$ cat src/ltv_pkg.sv
// constants for the link tuning and product data configuration registers
package ltv_pkg;
    // ==================================================================
    // register offsets (byte addresses of configuration space)
    localparam logic [11:0] TUNE0_OFS = 12'h0CC;
    localparam logic [11:0] TIMERS_OFS = 12'h0D0;
    localparam logic [11:0] TUNE2_OFS = 12'h0D4;
    localparam logic [11:0] VPD_CAP_OFS = 12'h0D8;
    localparam logic [11:0] VPD_DATA_OFS = 12'h0DC;
    localparam logic [11:0] EXT_IDX_OFS = 12'h0E0;
    localparam logic [11:0] EXT_DATA_OFS = 12'h0E4;
    // ==================================================================
    // reset values
    localparam logic [31:0] TUNE0_RST = 32'h0400_1060;
    localparam logic [31:0] TIMERS_RST = 32'h0400_0800;
    localparam logic [31:0] TUNE2_RST = 32'h0099_8254;
    localparam logic [31:0] VPD_DATA_RST = 32'h0000_0000;
    localparam logic [11:0] EXT_IDX_RST = 12'h000;
    localparam logic [5:0] VPD_ADDR_RST = 6'h00;
    localparam logic VPD_FLAG_RST = 1'b0;
    // ==================================================================
    // writable bit masks
    localparam logic [31:0] TUNE0_WMASK = 32'hFFFF_FFFF;
    localparam logic [31:0] TIMERS_WMASK = 32'hFFFF_FFFF;
    localparam logic [31:0] TUNE2_WMASK = 32'h00FF_FFFF;
    localparam logic [31:0] EXT_IDX_WMASK = 32'h0000_0FFF;
    // ==================================================================
    // capability header and field positions
    localparam logic [7:0] VPD_CAP_ID = 8'h03;
    localparam logic [7:0] VPD_NEXT_PTR = 8'hF0;
    localparam int VPD_FLAG_BIT = 31;
    localparam int VPD_ADDR_LSB = 18;
    localparam int PD_WAIT_BIT = 23;
    localparam int CLK_REC_LSB = 0;
    localparam int LANE_NEG_LSB = 5;
    localparam int L1_ENTER_LSB = 16;
    // ==================================================================
    // eeprom window base added to the product data address
    localparam logic [8:0] EE_BASE = 9'h040;
endpackage : ltv_pkg

$ cat src/ltv_regs.sv
// link tuning, product data capability and extended access index registers
`timescale 1ns/100ps
// ======================================================================
// Summary of operation
// - writing flag low starts eeprom read; flag rises when done
// - writing flag high starts eeprom write; flag falls when done
// - data word maps to eeprom at address plus 40h, low byte first
// - data word writes honour configuration byte enables; reads return all four bytes
// - clock recovery field counts training sets, resets to 54h
// - power down wait bit resets set and is driven to power logic
// - capability identifier reads fixed 03h in low byte
// - next pointer reads fixed F0h in bits 15:8
// - tuning register zero enables in bits 4:0 reset to zero
// - lane negotiation tries field bits 7:5 resets to 3h
// - L1 entry timer default bits 31:16 resets to 0400h
// - exit latency fields 22:16 and 14:8 reset to 19h and 2h
// - data window access is redirected to register at held index
module ltv_regs (
    input wire logic clock_i,
    input wire logic rst_i,
    input wire logic cfg_rd_i,
    input wire logic cfg_wr_i,
    input wire logic [11:0] cfg_addr_i,
    input wire logic [3:0] cfg_be_i,
    input wire logic [31:0] cfg_wdata_i,
    output logic [31:0] cfg_rdata_o,
    output logic cfg_ack_o,
    output logic ee_req_o,
    output logic ee_we_o,
    output logic [8:0] ee_addr_o,
    output logic [31:0] ee_wdata_o,
    input wire logic ee_ack_i,
    input wire logic [31:0] ee_rdata_i,
    output logic ext_rd_o,
    output logic ext_wr_o,
    output logic [11:0] ext_addr_o,
    output logic [3:0] ext_be_o,
    output logic [31:0] ext_wdata_o,
    input wire logic ext_ack_i,
    input wire logic [31:0] ext_rdata_i,
    output logic [31:0] tune0_o,
    output logic [31:0] timers_o,
    output logic [31:0] tune2_o
);
    // ==================================================================
    // types and state
    typedef enum logic [0:0] {
        ACC_IDLE = 1'b0,
        ACC_EXT = 1'b1
    } ltv_acc_t;
    typedef enum logic [0:0] {
        EE_IDLE = 1'b0,
        EE_BUSY = 1'b1
    } ltv_ee_t;

    ltv_acc_t acc_st_r;
    ltv_ee_t ee_st_r;
    logic [31:0] vpd_data_r;
    logic [11:0] ext_idx_r;
    logic [5:0] vpd_addr_r;
    logic vpd_flag_r;

    // ==================================================================
    // helpers
    function automatic logic [31:0] merge(input logic [31:0] old_v,
                                          input logic [31:0] new_v,
                                          input logic [3:0] be,
                                          input logic [31:0] wmask);
        logic [31:0] res;
        res = old_v;
        for (int i = 0; i < 4; i++) begin
            if (be[i]) begin
                res[i*8 +: 8] = new_v[i*8 +: 8];
            end
        end
        merge = res & wmask;
    endfunction : merge

    function automatic logic is_local(input logic [11:0] a);
        is_local = (a >= ltv_pkg::TUNE0_OFS) && (a <= ltv_pkg::EXT_DATA_OFS);
    endfunction : is_local

    // ==================================================================
    // access decode
    logic [11:0] req_addr;
    logic [11:0] eff_addr;
    logic take;
    logic loc;
    logic loc_wr;
    logic ee_done;
    logic [31:0] cap_word;
    logic [31:0] rd_val;

    assign req_addr = {cfg_addr_i[11:2], 2'b00};
    assign eff_addr = (req_addr == ltv_pkg::EXT_DATA_OFS) ?
                      {ext_idx_r[11:2], 2'b00} : req_addr;
    assign take = (cfg_rd_i | cfg_wr_i) && (acc_st_r == ACC_IDLE);
    assign loc = is_local(eff_addr);
    assign loc_wr = take && cfg_wr_i && loc;
    assign ee_done = (ee_st_r == EE_BUSY) && ee_ack_i;
    assign cap_word = {vpd_flag_r, 7'h00, vpd_addr_r, 2'b00,
        ltv_pkg::VPD_NEXT_PTR, ltv_pkg::VPD_CAP_ID};

    always_comb begin
        case (eff_addr)
            ltv_pkg::TUNE0_OFS: rd_val = tune0_o;
            ltv_pkg::TIMERS_OFS: rd_val = timers_o;
            ltv_pkg::TUNE2_OFS: rd_val = tune2_o;
            ltv_pkg::VPD_CAP_OFS: rd_val = cap_word;
            ltv_pkg::VPD_DATA_OFS: rd_val = vpd_data_r;
            ltv_pkg::EXT_IDX_OFS: rd_val = {20'h00000, ext_idx_r};
            default: rd_val = 32'h0000_0000;
        endcase
    end

    // ==================================================================
    // access sequencer and forwarding of accesses outside the local register range
    always_ff @(posedge clock_i or posedge rst_i) begin
        if (rst_i) begin
            acc_st_r <= ACC_IDLE;
            cfg_ack_o <= 1'b0;
            cfg_rdata_o <= 32'h0000_0000;
            ext_rd_o <= 1'b0;
            ext_wr_o <= 1'b0;
            ext_addr_o <= 12'h000;
            ext_be_o <= 4'h0;
            ext_wdata_o <= 32'h0000_0000;
        end else begin
            cfg_ack_o <= 1'b0;
            ext_rd_o <= 1'b0;
            ext_wr_o <= 1'b0;
            case (acc_st_r)
                ACC_IDLE: begin
                    if (take && loc) begin
                        cfg_ack_o <= 1'b1;
                        cfg_rdata_o <= cfg_rd_i ? rd_val : 32'h0000_0000;
                    end else if (take) begin
                        ext_rd_o <= cfg_rd_i;
                        ext_wr_o <= cfg_wr_i;
                        ext_addr_o <= eff_addr;
                        ext_be_o <= cfg_be_i;
                        ext_wdata_o <= cfg_wdata_i;
                        acc_st_r <= ACC_EXT;
                    end
                end
                ACC_EXT: begin
                    if (ext_ack_i) begin
                        cfg_ack_o <= 1'b1;
                        cfg_rdata_o <= ext_rdata_i;
                        acc_st_r <= ACC_IDLE;
                    end
                end
                default: acc_st_r <= ACC_IDLE;
            endcase
        end
    end

    // ==================================================================
    // link tuning registers
    always_ff @(posedge clock_i or posedge rst_i) begin
        if (rst_i) begin
            tune0_o <= ltv_pkg::TUNE0_RST;
            timers_o <= ltv_pkg::TIMERS_RST;
            tune2_o <= ltv_pkg::TUNE2_RST;
        end else if (loc_wr) begin
            if (eff_addr == ltv_pkg::TUNE0_OFS) begin
                tune0_o <= merge(tune0_o, cfg_wdata_i, cfg_be_i,
                                 ltv_pkg::TUNE0_WMASK);
            end
            if (eff_addr == ltv_pkg::TIMERS_OFS) begin
                timers_o <= merge(timers_o, cfg_wdata_i, cfg_be_i,
                                  ltv_pkg::TIMERS_WMASK);
            end
            if (eff_addr == ltv_pkg::TUNE2_OFS) begin
                tune2_o <= merge(tune2_o, cfg_wdata_i, cfg_be_i,
                    ltv_pkg::TUNE2_WMASK);
            end
        end
    end

    // ==================================================================
    // extended access index
    always_ff @(posedge clock_i or posedge rst_i) begin
        if (rst_i) begin
            ext_idx_r <= ltv_pkg::EXT_IDX_RST;
        end else if (loc_wr && eff_addr == ltv_pkg::EXT_IDX_OFS) begin
            ext_idx_r <= 12'(merge({20'h00000, ext_idx_r}, cfg_wdata_i,
                                   cfg_be_i, ltv_pkg::EXT_IDX_WMASK));
        end
    end

    // ==================================================================
    // product data control and eeprom sequencer
    logic vpd_start;
    assign vpd_start = loc_wr && (eff_addr == ltv_pkg::VPD_CAP_OFS) &&
                       cfg_be_i[3] && (ee_st_r == EE_IDLE);

    always_ff @(posedge clock_i or posedge rst_i) begin
        if (rst_i) begin
            ee_st_r <= EE_IDLE;
            vpd_flag_r <= ltv_pkg::VPD_FLAG_RST;
            vpd_addr_r <= ltv_pkg::VPD_ADDR_RST;
            ee_req_o <= 1'b0;
            ee_we_o <= 1'b0;
            ee_addr_o <= 9'h000;
            ee_wdata_o <= 32'h0000_0000;
        end else begin
            case (ee_st_r)
                EE_IDLE: begin
                    if (loc_wr && eff_addr == ltv_pkg::VPD_CAP_OFS &&
                        cfg_be_i[2]) begin
                        vpd_addr_r <= cfg_wdata_i[ltv_pkg::VPD_ADDR_LSB +: 6];
                    end
                    if (vpd_start) begin
                        vpd_flag_r <=
                            cfg_wdata_i[ltv_pkg::VPD_FLAG_BIT];
                        ee_we_o <= cfg_wdata_i[ltv_pkg::VPD_FLAG_BIT];
                        ee_req_o <= 1'b1;
                        ee_addr_o <= ltv_pkg::EE_BASE + {1'b0,
                            (cfg_be_i[2] ?
                             cfg_wdata_i[ltv_pkg::VPD_ADDR_LSB +: 6] :
                             vpd_addr_r), 2'b00};
                        ee_wdata_o <= vpd_data_r;
                        ee_st_r <= EE_BUSY;
                    end
                end
                EE_BUSY: begin
                    if (ee_ack_i) begin
                        vpd_flag_r <= ~ee_we_o;
                        ee_req_o <= 1'b0;
                        ee_st_r <= EE_IDLE;
                    end
                end
                default: ee_st_r <= EE_IDLE;
            endcase
        end
    end

    // ==================================================================
    // product data word
    always_ff @(posedge clock_i or posedge rst_i) begin
        if (rst_i) begin
            vpd_data_r <= ltv_pkg::VPD_DATA_RST;
        end else if (ee_done && !ee_we_o) begin
            vpd_data_r <= ee_rdata_i;
        end else if (loc_wr && eff_addr == ltv_pkg::VPD_DATA_OFS) begin
            vpd_data_r <= merge(vpd_data_r, cfg_wdata_i, cfg_be_i,
                                32'hFFFF_FFFF);
        end
    end
endmodule : ltv_regs
$ cat config.mk
export PLATFORM = sky130hd
export DESIGN_NAME = ltv_regs
export DESIGN_NICKNAME = d
export VERILOG_FILES = /design/src/ltv_pkg.sv /design/src/ltv_regs.sv
export SDC_FILE = /design/constraint.sdc
export NUM_CORES = 1
export LEC_CHECK = 0
export ABC_AREA = 1
export BUFFER_PORTS_ARGS = -buffer_cell sky130_fd_sc_hd__buf_4
export CAP_MARGIN = 25
export CORE_AREA = 2 2 170 172
export CTS_CLUSTER_DIAMETER = 30
export DETAILED_ROUTE_END_ITERATION = 6
export DIE_AREA = 0 0 172 174
export PLACE_DENSITY_LB_ADDON = 0.08
export SLEW_MARGIN = 20
export SYNTH_ARGS = -nofsm -noshare
export SYNTH_HDL_FRONTEND = slang
export SYNTH_SLANG_ARGS = --single-unit
$ cat constraint.sdc
create_clock -name clock_i -period 18.6 [get_ports clock_i]
set_input_delay 5.58 -clock clock_i [delete_from_list [all_inputs] [get_ports clock_i]]
set_output_delay 5.58 -clock clock_i [all_outputs]
set_load 0.02 [all_outputs]
==> results of run 1 <==
[cell families after synthesis]
group | after synthesis | synth area share [%]
AO/OA/AOI/OAI | 277 | 11.3
adder cells (fa/ha/maj) | 1 | 0.100
buffers and inverters | 224 | 7.83
flip-flops | 263 | 52.9
other | 1 | 0.0300
AND/OR/NAND/NOR | 799 | 27.8
[flip-flops by register name, summed over array words and instances, names as in the netlist, 4 cells and up]
name	count
cfg_rdata_o	32
ee_wdata_o	32
ext_wdata_o	32
timers_o	32
tune0_o	32
vpd_data_r	32
tune2_o	24
ext_idx_r	12
ext_addr_o	10
ee_addr_o	7
vpd_addr_r	6
ext_be_o	4
[path summary, 6_finish.rpt]
path	from	cells past startpoint	slack (ns)	endpoint
setup / recovery	cfg_addr_i[8]	14	10.01	cfg_rdata_o[11]
hold / removal	ee_wdata_o[30]	2	0.47	ee_wdata_o[30]
setup reg to reg	ext_idx_r[10]	11	15.09	acc_st_r
hold reg to reg	ee_wdata_o[30]	2	0.47	ee_wdata_o[30]
max in group asynchronous	rst_i	3	11.98	ext_idx_r[1]
min in group asynchronous	rst_i	2	5.11	cfg_ack_o
[worst min-delay path: cells and delay by family, from the launching register on]
kind / cells / cell delay, ns
DFF: 1 / 0.34
and+or+nand+nor: 2 / 0.10
[cell type report]
class	instances	area, um^2	area share (%)
well taps	384	480	2.80
flip-flops and latches	263	6600	38.4
clock inverters	33	414	2.41
clock buffers	75	1640	9.53
inverters	136	518	3.02
repair buffers	338	2560	14.9
multi-input cells	1089	4970	28.9
[layer usage]
layer / up-vias / global-route usage (%) / share of wire, %
met5: - / 0 / 0
met4: 0 / 7.28 / 1.8
met3: 57 / 6.63 / 8.4
met2: 510 / 42.0 / 43
met1: 5655 / 42.9 / 46
li1: 5706 / - / -
[synth_stat cells]
cell type | instances | share of area (%)
a21boi_2 | 1 | 0.090
a21oi_1 | 65 | 2.6
buf_1 | 9 | 0.27
buf_2 | 34 | 1.4
buf_4 | 13 | 0.78
buf_6 | 6 | 0.54
clkbuf_1 | 26 | 0.78
clkinv_1 | 4 | 0.12
conb_1 | 1 | 0.030
dfrtp_1 | 248 | 50
dfstp_2 | 15 | 3.2
ha_1 | 1 | 0.10
inv_1 | 128 | 3.8
inv_2 | 4 | 0.12
nand2_1 | 419 | 13
nand2_2 | 19 | 0.95
nand2_4 | 2 | 0.18
nand3_1 | 204 | 8.2
nand4_1 | 8 | 0.40
nor2_1 | 131 | 3.9
nor2_2 | 3 | 0.15
nor2_4 | 6 | 0.54
nor2_8 | 4 | 0.64
nor3_2 | 3 | 0.24
o21ai_0 | 136 | 5.5
o21ai_1 | 69 | 2.8
o21ai_2 | 6 | 0.42
[power groups by stage]
stage          sequential (mW)  clock [mW]  combinational [mW]
2_1_floorplan            0.787           0               0.130
3_3_place_gp             0.703           0               0.385
3_5_place_dp             0.705           0               0.390
4_1_cts                  0.698        1.06               0.391
5_1_grt                  0.707        1.10               0.422
6_report                 0.698        1.05               0.387
==> reports/results.ini, run 1 <==
[job]
cap_violations = 0

[synth]
ys_warn_count = 0
yosysSeqAreaShare_pct = 52.9
synth_area_mm2 = 0.0125
synth.avg_cell_area_um2 = 7.98
synth_seq_cells = 263
ys_types = 27
netlist_instances = 1565

[outcome]
outcome = complete, but fails checks
violations = DRC

[grt]
grt_pass1_vias = 11280
grt_max_degree = 133
overflow = 0
antenna_found_initial = 1
grt_usage_pct = 28.7
grt_pass1_wl_um = 65600

[clocking]
cts_resized = 0
clockBufferDepth = 3
cts_htree_levels = 2
root_buffer = clkbuf_16
clock_latency_ns = 0.56
clkSlewWorstSetupHoldPaths_ns = 0.05
cts_tree = done
post_cts_buffers = 0
numCtsBuffers = 57
clkSinkCount = 263
ctsHoldBuffers = 0

[sta]
setup_slack_ns = 10.01
holdWs_ns = 0.470
final.period_utilization_pct = 46.2
tightest_slew_ns = 0.998
maxClockFrequency_ghz = 0.116
fin_skew_ns = 0.0240
max_slew_margin_pct = 33.5
min_period_ns = 8.59
rsz0062_at_grt = no
drv_slew = 0
setup_viol = 0
tns_ns = 0
hold_viol_final = 0

[cells_and_area]
syn_to_final_growth_pct = 37.6
most-common-layout-cells = nand2_1 (419), buf_4 (336), dfrtp_1 (248)
fin_util_pct = 60.8
layout.cells.non_filler = 2318
layout_commonest_cell = nand2_1
drive_gt1_share_pct = 26.2
fillers = 2556
finalInstanceArea_mm2 = 0.0172
nets = 2004
antennaDiodeCount = 0

[placement]
place_inst = 2209
dp_hpwl_um = 31300
gp_congestion = 0.893
post-place-ws_ns = 9.51
dpl_cell_area_mm2 = 0.0151
io_buffers = 325

[critical_path]
worstPathCellList = buf_4 > nor2_1 > nand3_1 > nor2_4 > nand2_1 > nand2_1 > nand2_1 > nor2_1 > nand2_1 > nand3_1 > nand2_1 > inv_2 > o21ai_0 > a21oi_1
startpoint_type = primary input
end_kind = register
critPathMaxStageDelay_ns = 0.63
cpMaxStageDelayCell = nor2_1
cp_top_family = simple AND/OR/NAND/NOR gates
critPathBufInv = 2
worst-endpoint-arrival_ns = 9.06
setup.worst_path.class = in -> reg
cp_max_fo = 32
worstPathRequired_ns = 19.07
path_common_cell = nand2_1

[route]
drt_iter0_markers = 1102
post_drt_wl_per_cell_um = 18.8
drt-vias-per-instance = 5.15
drc = 3
drt_pass1_iterations = 7
vias = 11928
drt-total-wl_um = 43600
antenna_left = 0

[power_and_ir_drop]
switching_share_pct = 28.5
power_density_mw_per_mm2 = 125
clockPowerShare_pct = 49.3
ir_drop_mv = 0.0735
p_int_mw = 1.53
combinationalPowerShare_pct = 18.1
p_total_mw = 2.14
pwr-share-seq_pct = 32.6
netSwitchingPower_mw = 0.610
p_leak_nw = 8.91

[floorplanning]
core_area_mm2 = 0.0282
die_area_mm2 = 0.0299
initial_utilization_pct = 44.2
io_pins = 340
floorplan.die.height_um = 174
rows = 62
die_w_um = 172

[worst_hold_path]
hold_class = reg -> reg

Note: power is estimated with default switching activity, not from simulation.
==> run 2, diff against run 1 <==
- ABC_AREA: 1 -> 0
- CORE_AREA: 2 2 170 172 -> 2 2 166 168
- DIE_AREA: 0 0 172 174 -> 0 0 168 170
- clock period: 18.6 -> 6.91 ns (I/O delays scaled with it)
==> run 2 against run 1 <==
  * The flow now finishes without violations
  * Wire length fell by 9.6%
  * Via count shrank 19%
  * Largest cell class unchanged
  * Non-clock buffer count up 13
  * Combinational power grew 140%
  * Global-route usage shrank 1.4 points
==> reports/results.ini, run 2 <==
[worst_hold_path]
min_from = ee_req_o
hold_class = reg -> reg
min_path_cells = 1  ; -1
min_to = ee_req_o

[job]
cap_violations = 0  ; unchanged

[route]
vias = 9659  ; -19%
drt-vias-per-instance = 5.62  ; +9.3%
drc = 0  ; -3
antenna_left = 0  ; unchanged
met1Wirelength_um = 17000  ; -16%
drt_pass1_iterations = 6  ; -1
wl_met2_um = 18600  ; -1.5%
met3_length_um = 2980  ; -19%
drt_iter0_markers = 670  ; -39%
post_drt_wl_per_cell_um = 22.9  ; +22%
top_layer = met4
drt-total-wl_um = 39400  ; -9.6%

[critical_path]
r2r_end = ee_wdata_o[12]
cp_top_family = simple AND/OR/NAND/NOR gates
critPathMaxStageDelay_ns = 0.57  ; -0.06 ns
cpMaxStageDelayCell = or4_4
reg2reg_from = ext_idx_r[8]
end_kind = register
setup.worst_path.class = in -> reg
worst-endpoint-arrival_ns = 5.31  ; -3.75 ns
critPathBufInv = 3  ; +1
startpoint_type = primary input
regToRegSetupSlack_ns = 3.43  ; -11.66 ns
worstPathCellList = buf_4 > or4_4 > o41a_1 > a2111oi_2 > buf_4 > nand3_1 > nor3_4 > buf_12 > mux2_2
cp_max_fo = 34  ; +6.3%
reg2reg_depth = 9  ; -2
worstPathRequired_ns = 7.35  ; -11.72 ns
path_common_cell = buf_4

[grt]
grt_max_degree = 139  ; +4.5%
grt_usage_pct = 27.3  ; -1.4 points
overflow = 0  ; unchanged
grt_pass1_vias = 9825  ; -13%
antenna_found_initial = 0  ; -1
grt_pass1_wl_um = 59800  ; -8.9%

[cells_and_area]
layout_commonest_cell = buf_4
finalInstanceArea_mm2 = 0.0170  ; -0.84%
antennaDiodeCount = 0  ; unchanged
nets = 1446  ; -28%
syn_to_final_growth_pct = 42.5
most-common-layout-cells = buf_4 (344), dfrtp_1 (247), mux2_2 (195)
drive_gt1_share_pct = 50.7  ; +25 points

[placement]
post-place-ws_ns = 1.50  ; -8.01 ns
dpl_cell_area_mm2 = 0.0148  ; -1.7%
gp_congestion = 0.854  ; -4.3%
io_buffers = 325  ; unchanged
dp_hpwl_um = 27200  ; -13%

[power_and_ir_drop]
power_density_mw_per_mm2 = 337  ; +170%
p_leak_nw = 8.35  ; -6.2%
ir_drop_mv = 0.213  ; +190%

[floorplanning]
core_area_mm2 = 0.0267  ; -5.6%
initial_utilization_pct = 44.8  ; +0.62 points
die_w_um = 168  ; -2.3%
rows = 60  ; -3.2%
io_pins = 340  ; unchanged
die_area_mm2 = 0.0286  ; -4.6%
floorplan.die.height_um = 170  ; -2.3%

[sta]
min_period_ns = 4.87
hold_viol_final = 0  ; unchanged
drv_slew = 0  ; unchanged
rsz0062_at_grt = no
holdWs_ns = 0.478  ; +0.00787 ns
tns_ns = 0  ; unchanged
setup_viol = 0  ; unchanged
final.period_utilization_pct = 70.5
tightest_slew_ns = 1.00  ; +0.00501 ns
max_slew_margin_pct = 33.0  ; -0.50 points
setup_slack_ns = 2.04  ; -7.97 ns
fin_skew_ns = 0.0182  ; -0.00581 ns
maxClockFrequency_ghz = 0.205

[synth]
synth_top_area_share_pct = 52.0  ; +2.2 points
synthTopCellsByArea = dfrtp_1 (52%), mux2_2 (18%), dfstp_2 (3.3%), mux2i_1 (2.9%), nand2_1 (2.4%)
async_reset_ff_share_pct = 100  ; unchanged
synth_area_mm2 = 0.0119  ; -4.3%
synth.avg_cell_area_um2 = 12.2  ; +53%
synthTopCellsByCount = dfrtp_1 (248), mux2_2 (195), nand2_1 (77), a21oi_1 (51), o21ai_0 (47)
synth_seq_cells = 263  ; unchanged
synth_largest_area_cell = dfrtp_1
ys_types = 62  ; +130%
yosys_most_used_dff = dfrtp_1
yosysSeqAreaShare_pct = 55.3  ; +2.4 points
synth_most_common_cell = dfrtp_1
synth_edf_count = 0  ; unchanged
netlist_instances = 976  ; -38%
ys_warn_count = 0  ; unchanged

[clocking]
ctsHoldBuffers = 0  ; unchanged
clkSlewWorstSetupHoldPaths_ns = 0.05  ; about the same
numCtsBuffers = 59  ; +3.5%
clkSinkCount = 263  ; unchanged
cts_htree_levels = 2  ; unchanged
cts_tree = done
root_buffer = clkbuf_16
clockBufferDepth = 3  ; unchanged
clock_latency_ns = 0.56  ; about the same
cts_resized = 0  ; unchanged
post_cts_buffers = 0  ; unchanged

[outcome]
outcome = complete, no violations

## run 2: kinds of logic (layout without fill, tap and decap cells)
group	after synthesis	count (layout)	share of synthesized area, %
compound gates	187	187	10.6
fa+ha+maj	1	1	0.105
buf+inv	85	475	3.37
flops	263	263	55.3
mux	230	230	21.3
other cells	1	12	0.0314
simple gates	209	209	9.32
## run 2: layout make-up
type	instances	area, um^2
Sequential cell	263	6600
Multi-Input combinational cell	639	5080
Inverter	13	52.6
Fill cell	2138	9620
Tap cell	341	427
Timing Repair Buffer	351	2700
Clock inverter	42	566
Clock buffer	69	1590
## run 2: per-layer routing
layer  vias to the layer above  global-route usage [%]
met5                         -                       0
met4                         0                    8.09
met1                      4919                    36.9
met3                        51                    7.28
li1                       4317                       -
met2                       372                    43.3
## run 2: metrics by stage
| step | total power, mW | instances | utilization (%) |
|---|---|---|---|
| 2_1_floorplan | 2.32 | 987 | - |
| 3_3_place_gp | 2.75 | 1603 | 55.6 |
| 3_5_place_dp | 2.78 | 1606 | 55.7 |
| 4_1_cts | 5.78 | 1717 | 63.8 |
| 5_1_grt | 5.93 | 1718 | 63.9 |
| 6_report | 5.74 | 1718 | 63.9 |
## run 2: worst max path at each step
stage / from / endpoint / slack, ns / cells after the start
after detailed placement: cfg_addr_i[8] / ee_wdata_o[11] / 1.50 / 9
after floorplan: rst_i / acc_st_r / 1.38 / 1
after CTS: cfg_addr_i[8] / ee_wdata_o[12] / 2.06 / 9
after global placement: cfg_addr_i[8] / ext_wdata_o[1] / 1.08 / 7
final: cfg_addr_i[8] / ee_wdata_o[12] / 2.04 / 9
after global routing: cfg_addr_i[8] / ee_wdata_o[12] / 1.95 / 9
## run 2: where the power goes
group          total [mW]  switching, mW  internal, mW
logic               0.921          0.519         0.402
clock network        2.99          0.902          2.09
registers            1.83          0.113          1.72
total                5.74           1.53          4.20
==> run 3, diff against run 2 <==
- ABC_AREA: 0 -> 1
- CORE_AREA: 2 2 166 168 -> 2 2 170 172
- DIE_AREA: 0 0 168 170 -> 0 0 172 174
- clock period: 6.91 -> 4.7 ns (I/O delays scaled with it)
==> run 3 against run 2 <==
  * Register-to-register slack lost 1.6 ns
  * Core utilization shrank 2.7 points
  * Critical path depth grew 6
  * Clock-buffer cell count grew 6
  * Setup slack got worse by 1.0 ns
  * Sequential share of layout area down 0.58 points
  * Wire length rose by 9.5%
  * Via count grew 23%
  * Worst hold slack got worse by 0.0070 ns
  * Critical path type unchanged
==> reports/results.ini, run 3 (synthesized netlist as in run 1, its figures left out) <==
[sta]
rsz0062_at_grt = no
drv_slew = 0  ; unchanged
setup_viol = 0  ; unchanged
fin_skew_ns = 0.0165  ; -0.00170 ns
min_period_ns = 3.69
max_slew_margin_pct = 42.3  ; +9.3 points
tightest_slew_ns = 0.866  ; -0.137 ns
maxClockFrequency_ghz = 0.271
final.period_utilization_pct = 78.4
hold_viol_final = 0  ; unchanged

[grt]
grt_pass1_vias = 11321  ; +15%
grt_pass1_wl_um = 65900  ; +10%
overflow = 0  ; unchanged
grtUsageMet1_pct = 43.3  ; +6.4 points
grt_max_degree = 185  ; +33%
grt_use_met2_pct = 41.1  ; -2.2 points
top_usage_layer = met1
grt_usage_pct = 28.7  ; +1.4 points
use_met3_pct = 7.10  ; -0.18 points
antenna_found_initial = 1  ; +1

[route]
drc = 0  ; unchanged
drt_pass1_iterations = 5  ; -1
vias = 11857  ; +23%
drt-vias-per-instance = 5.10  ; -9.3%
post_drt_wl_per_cell_um = 18.5  ; -19%
drt_iter0_markers = 967  ; +44%
drt-total-wl_um = 43100  ; +9.5%
antenna_left = 0  ; unchanged

[critical_path]
worstPathCellList = buf_4 > nor2_1 > nand3_1 > nor2_4 > nand2_1 > nand2_1 > nor2_1 > nand2_2 > clkinv_1 > nand2_2 > nand3_1 > nand2_1 > inv_2 > o21ai_0 > a21oi_1
cpMaxStageDelayCell = clkinv_1
startpoint = cfg_addr_i[11]
startpoint_type = primary input
worst-endpoint-arrival_ns = 4.09  ; -1.22 ns
critPathMaxStageDelay_ns = 0.38  ; -0.19 ns
setup.worst_path.class = in -> reg
end_kind = register
cp_max_fo = 20  ; -41%
path_common_cell = nand2_1
cp_top_family = simple AND/OR/NAND/NOR gates
worstPathRequired_ns = 5.11  ; -2.24 ns
regToRegSetupSlack_ns = 1.83  ; -1.60 ns
critPathBufInv = 3  ; unchanged
reg2reg_from = ext_idx_r[10]

[power_and_ir_drop]
ir_drop_mv = 0.333  ; +56%
power_density_mw_per_mm2 = 494  ; +47%
p_leak_nw = 8.97  ; +7.5%
p_total_mw = 8.53  ; +49%

[clocking]
clockBufferDepth = 3  ; unchanged
clkSlewWorstSetupHoldPaths_ns = 0.04  ; about the same
cts_resized = 0  ; unchanged
ctsHoldBuffers = 0  ; unchanged
clock_latency_ns = 0.56  ; about the same
post_cts_buffers = 0  ; unchanged
root_buffer = clkbuf_16
cts_tree = done
clkSinkCount = 263  ; unchanged
numCtsBuffers = 57  ; -3.4%
cts_htree_levels = 2  ; unchanged

[outcome]
outcome = complete, no violations

[cells_and_area]
fillers = 2630  ; +23%
regArea_mm2 = 0.00660  ; about the same
finalInstanceArea_mm2 = 0.0173  ; +1.5%
most-common-layout-cells = nand2_1 (419), buf_4 (345), dfrtp_1 (248)
nets = 2015  ; +39%
multi_input_area_mm2 = 0.00497  ; -2.3%
layout_commonest_cell = nand2_1
drive_gt1_share_pct = 26.2  ; -25 points
antennaDiodeCount = 0  ; unchanged
syn_to_final_growth_pct = 38.5

[worst_hold_path]
hold_class = reg -> reg
min_from = ee_wdata_o[26]

[placement]
dp_hpwl_um = 31400  ; +15%
io_buffers = 325  ; unchanged
dpl_cell_area_mm2 = 0.0152  ; +2.4%
gp_congestion = 0.911  ; +6.7%

[floorplanning]
core_area_mm2 = 0.0282  ; +6.0%
io_pins = 340  ; unchanged
initial_utilization_pct = 44.2  ; -0.62 points
die_w_um = 172  ; +2.4%
die_area_mm2 = 0.0299  ; +4.8%
floorplan.die.height_um = 174  ; +2.4%
rows = 62  ; +3.3%

[job]
cap_violations = 0  ; unchanged

## run 3: cell count changes in the layout (fill, tap and decap cells not counted), moves of 12 or more
cell,delta
a211o_1,-12
a21oi_1,+14
a222oi_1,-17
a22oi_1,-14
and3_1,-24
inv_1,+116
mux2_2,-195
mux2i_1,-35
nand2_1,+342
nand2_2,+19
nand3_1,+188
nor2_1,+97
o21ai_0,+89
o21ai_1,+69
## run 3: worst min-delay path: cells and delay by family (launching register included)
kind          cells  cell delay [ns]
flops             1             0.34
simple gates      2             0.10
## run 3: metrics by stage
step	instances	util [%]	hold slack, ns	setup slack [ns]	TNS (ns)
after floorplan	1576	-	0.453	-0.167	-41.49
after global placement	2220	53.9	0.457	0.542	0
after detailed placement	2220	53.9	0.461	0.497	0
after CTS	2325	61.1	0.472	1.04	0
after global routing	2326	61.2	0.499	0.730	0
final	2326	61.2	0.471	1.01	0
## run 3: path summary, 6_finish.rpt
check / endpoint / cells after the start
max: cfg_rdata_o[15] / 15
min: ee_wdata_o[26] / 2
max reg2reg: vpd_data_r[18] / 12
min reg2reg: ee_wdata_o[26] / 2
max in group asynchronous: tune2_o[19] / 4
min in group asynchronous: ext_addr_o[9] / 3
## run 3: routing by layer
layer,up-vias,part of all wire [%]
li1,5724,-
met1,5570,46
met2,488,43
met3,73,9.3
met4,2,2.1
met5,-,0.030
## run 3: where the power goes
part | internal, mW | leakage, nW | total [mW] | switching (mW)
sequential | 2.58 | 3.44 | 2.77 | 0.190
clock | 2.96 | 0.999 | 4.22 | 1.26
combinational | 0.608 | 4.53 | 1.55 | 0.937
## run 3: layout make-up
type,count,area share (%)
inverters,136,2.98
flip-flops and latches,263,38.2
multi-input cells,1089,28.7
clock buffers,75,8.99
clock inverters,30,2.83
well taps,384,2.78
repair buffers,349,15.5
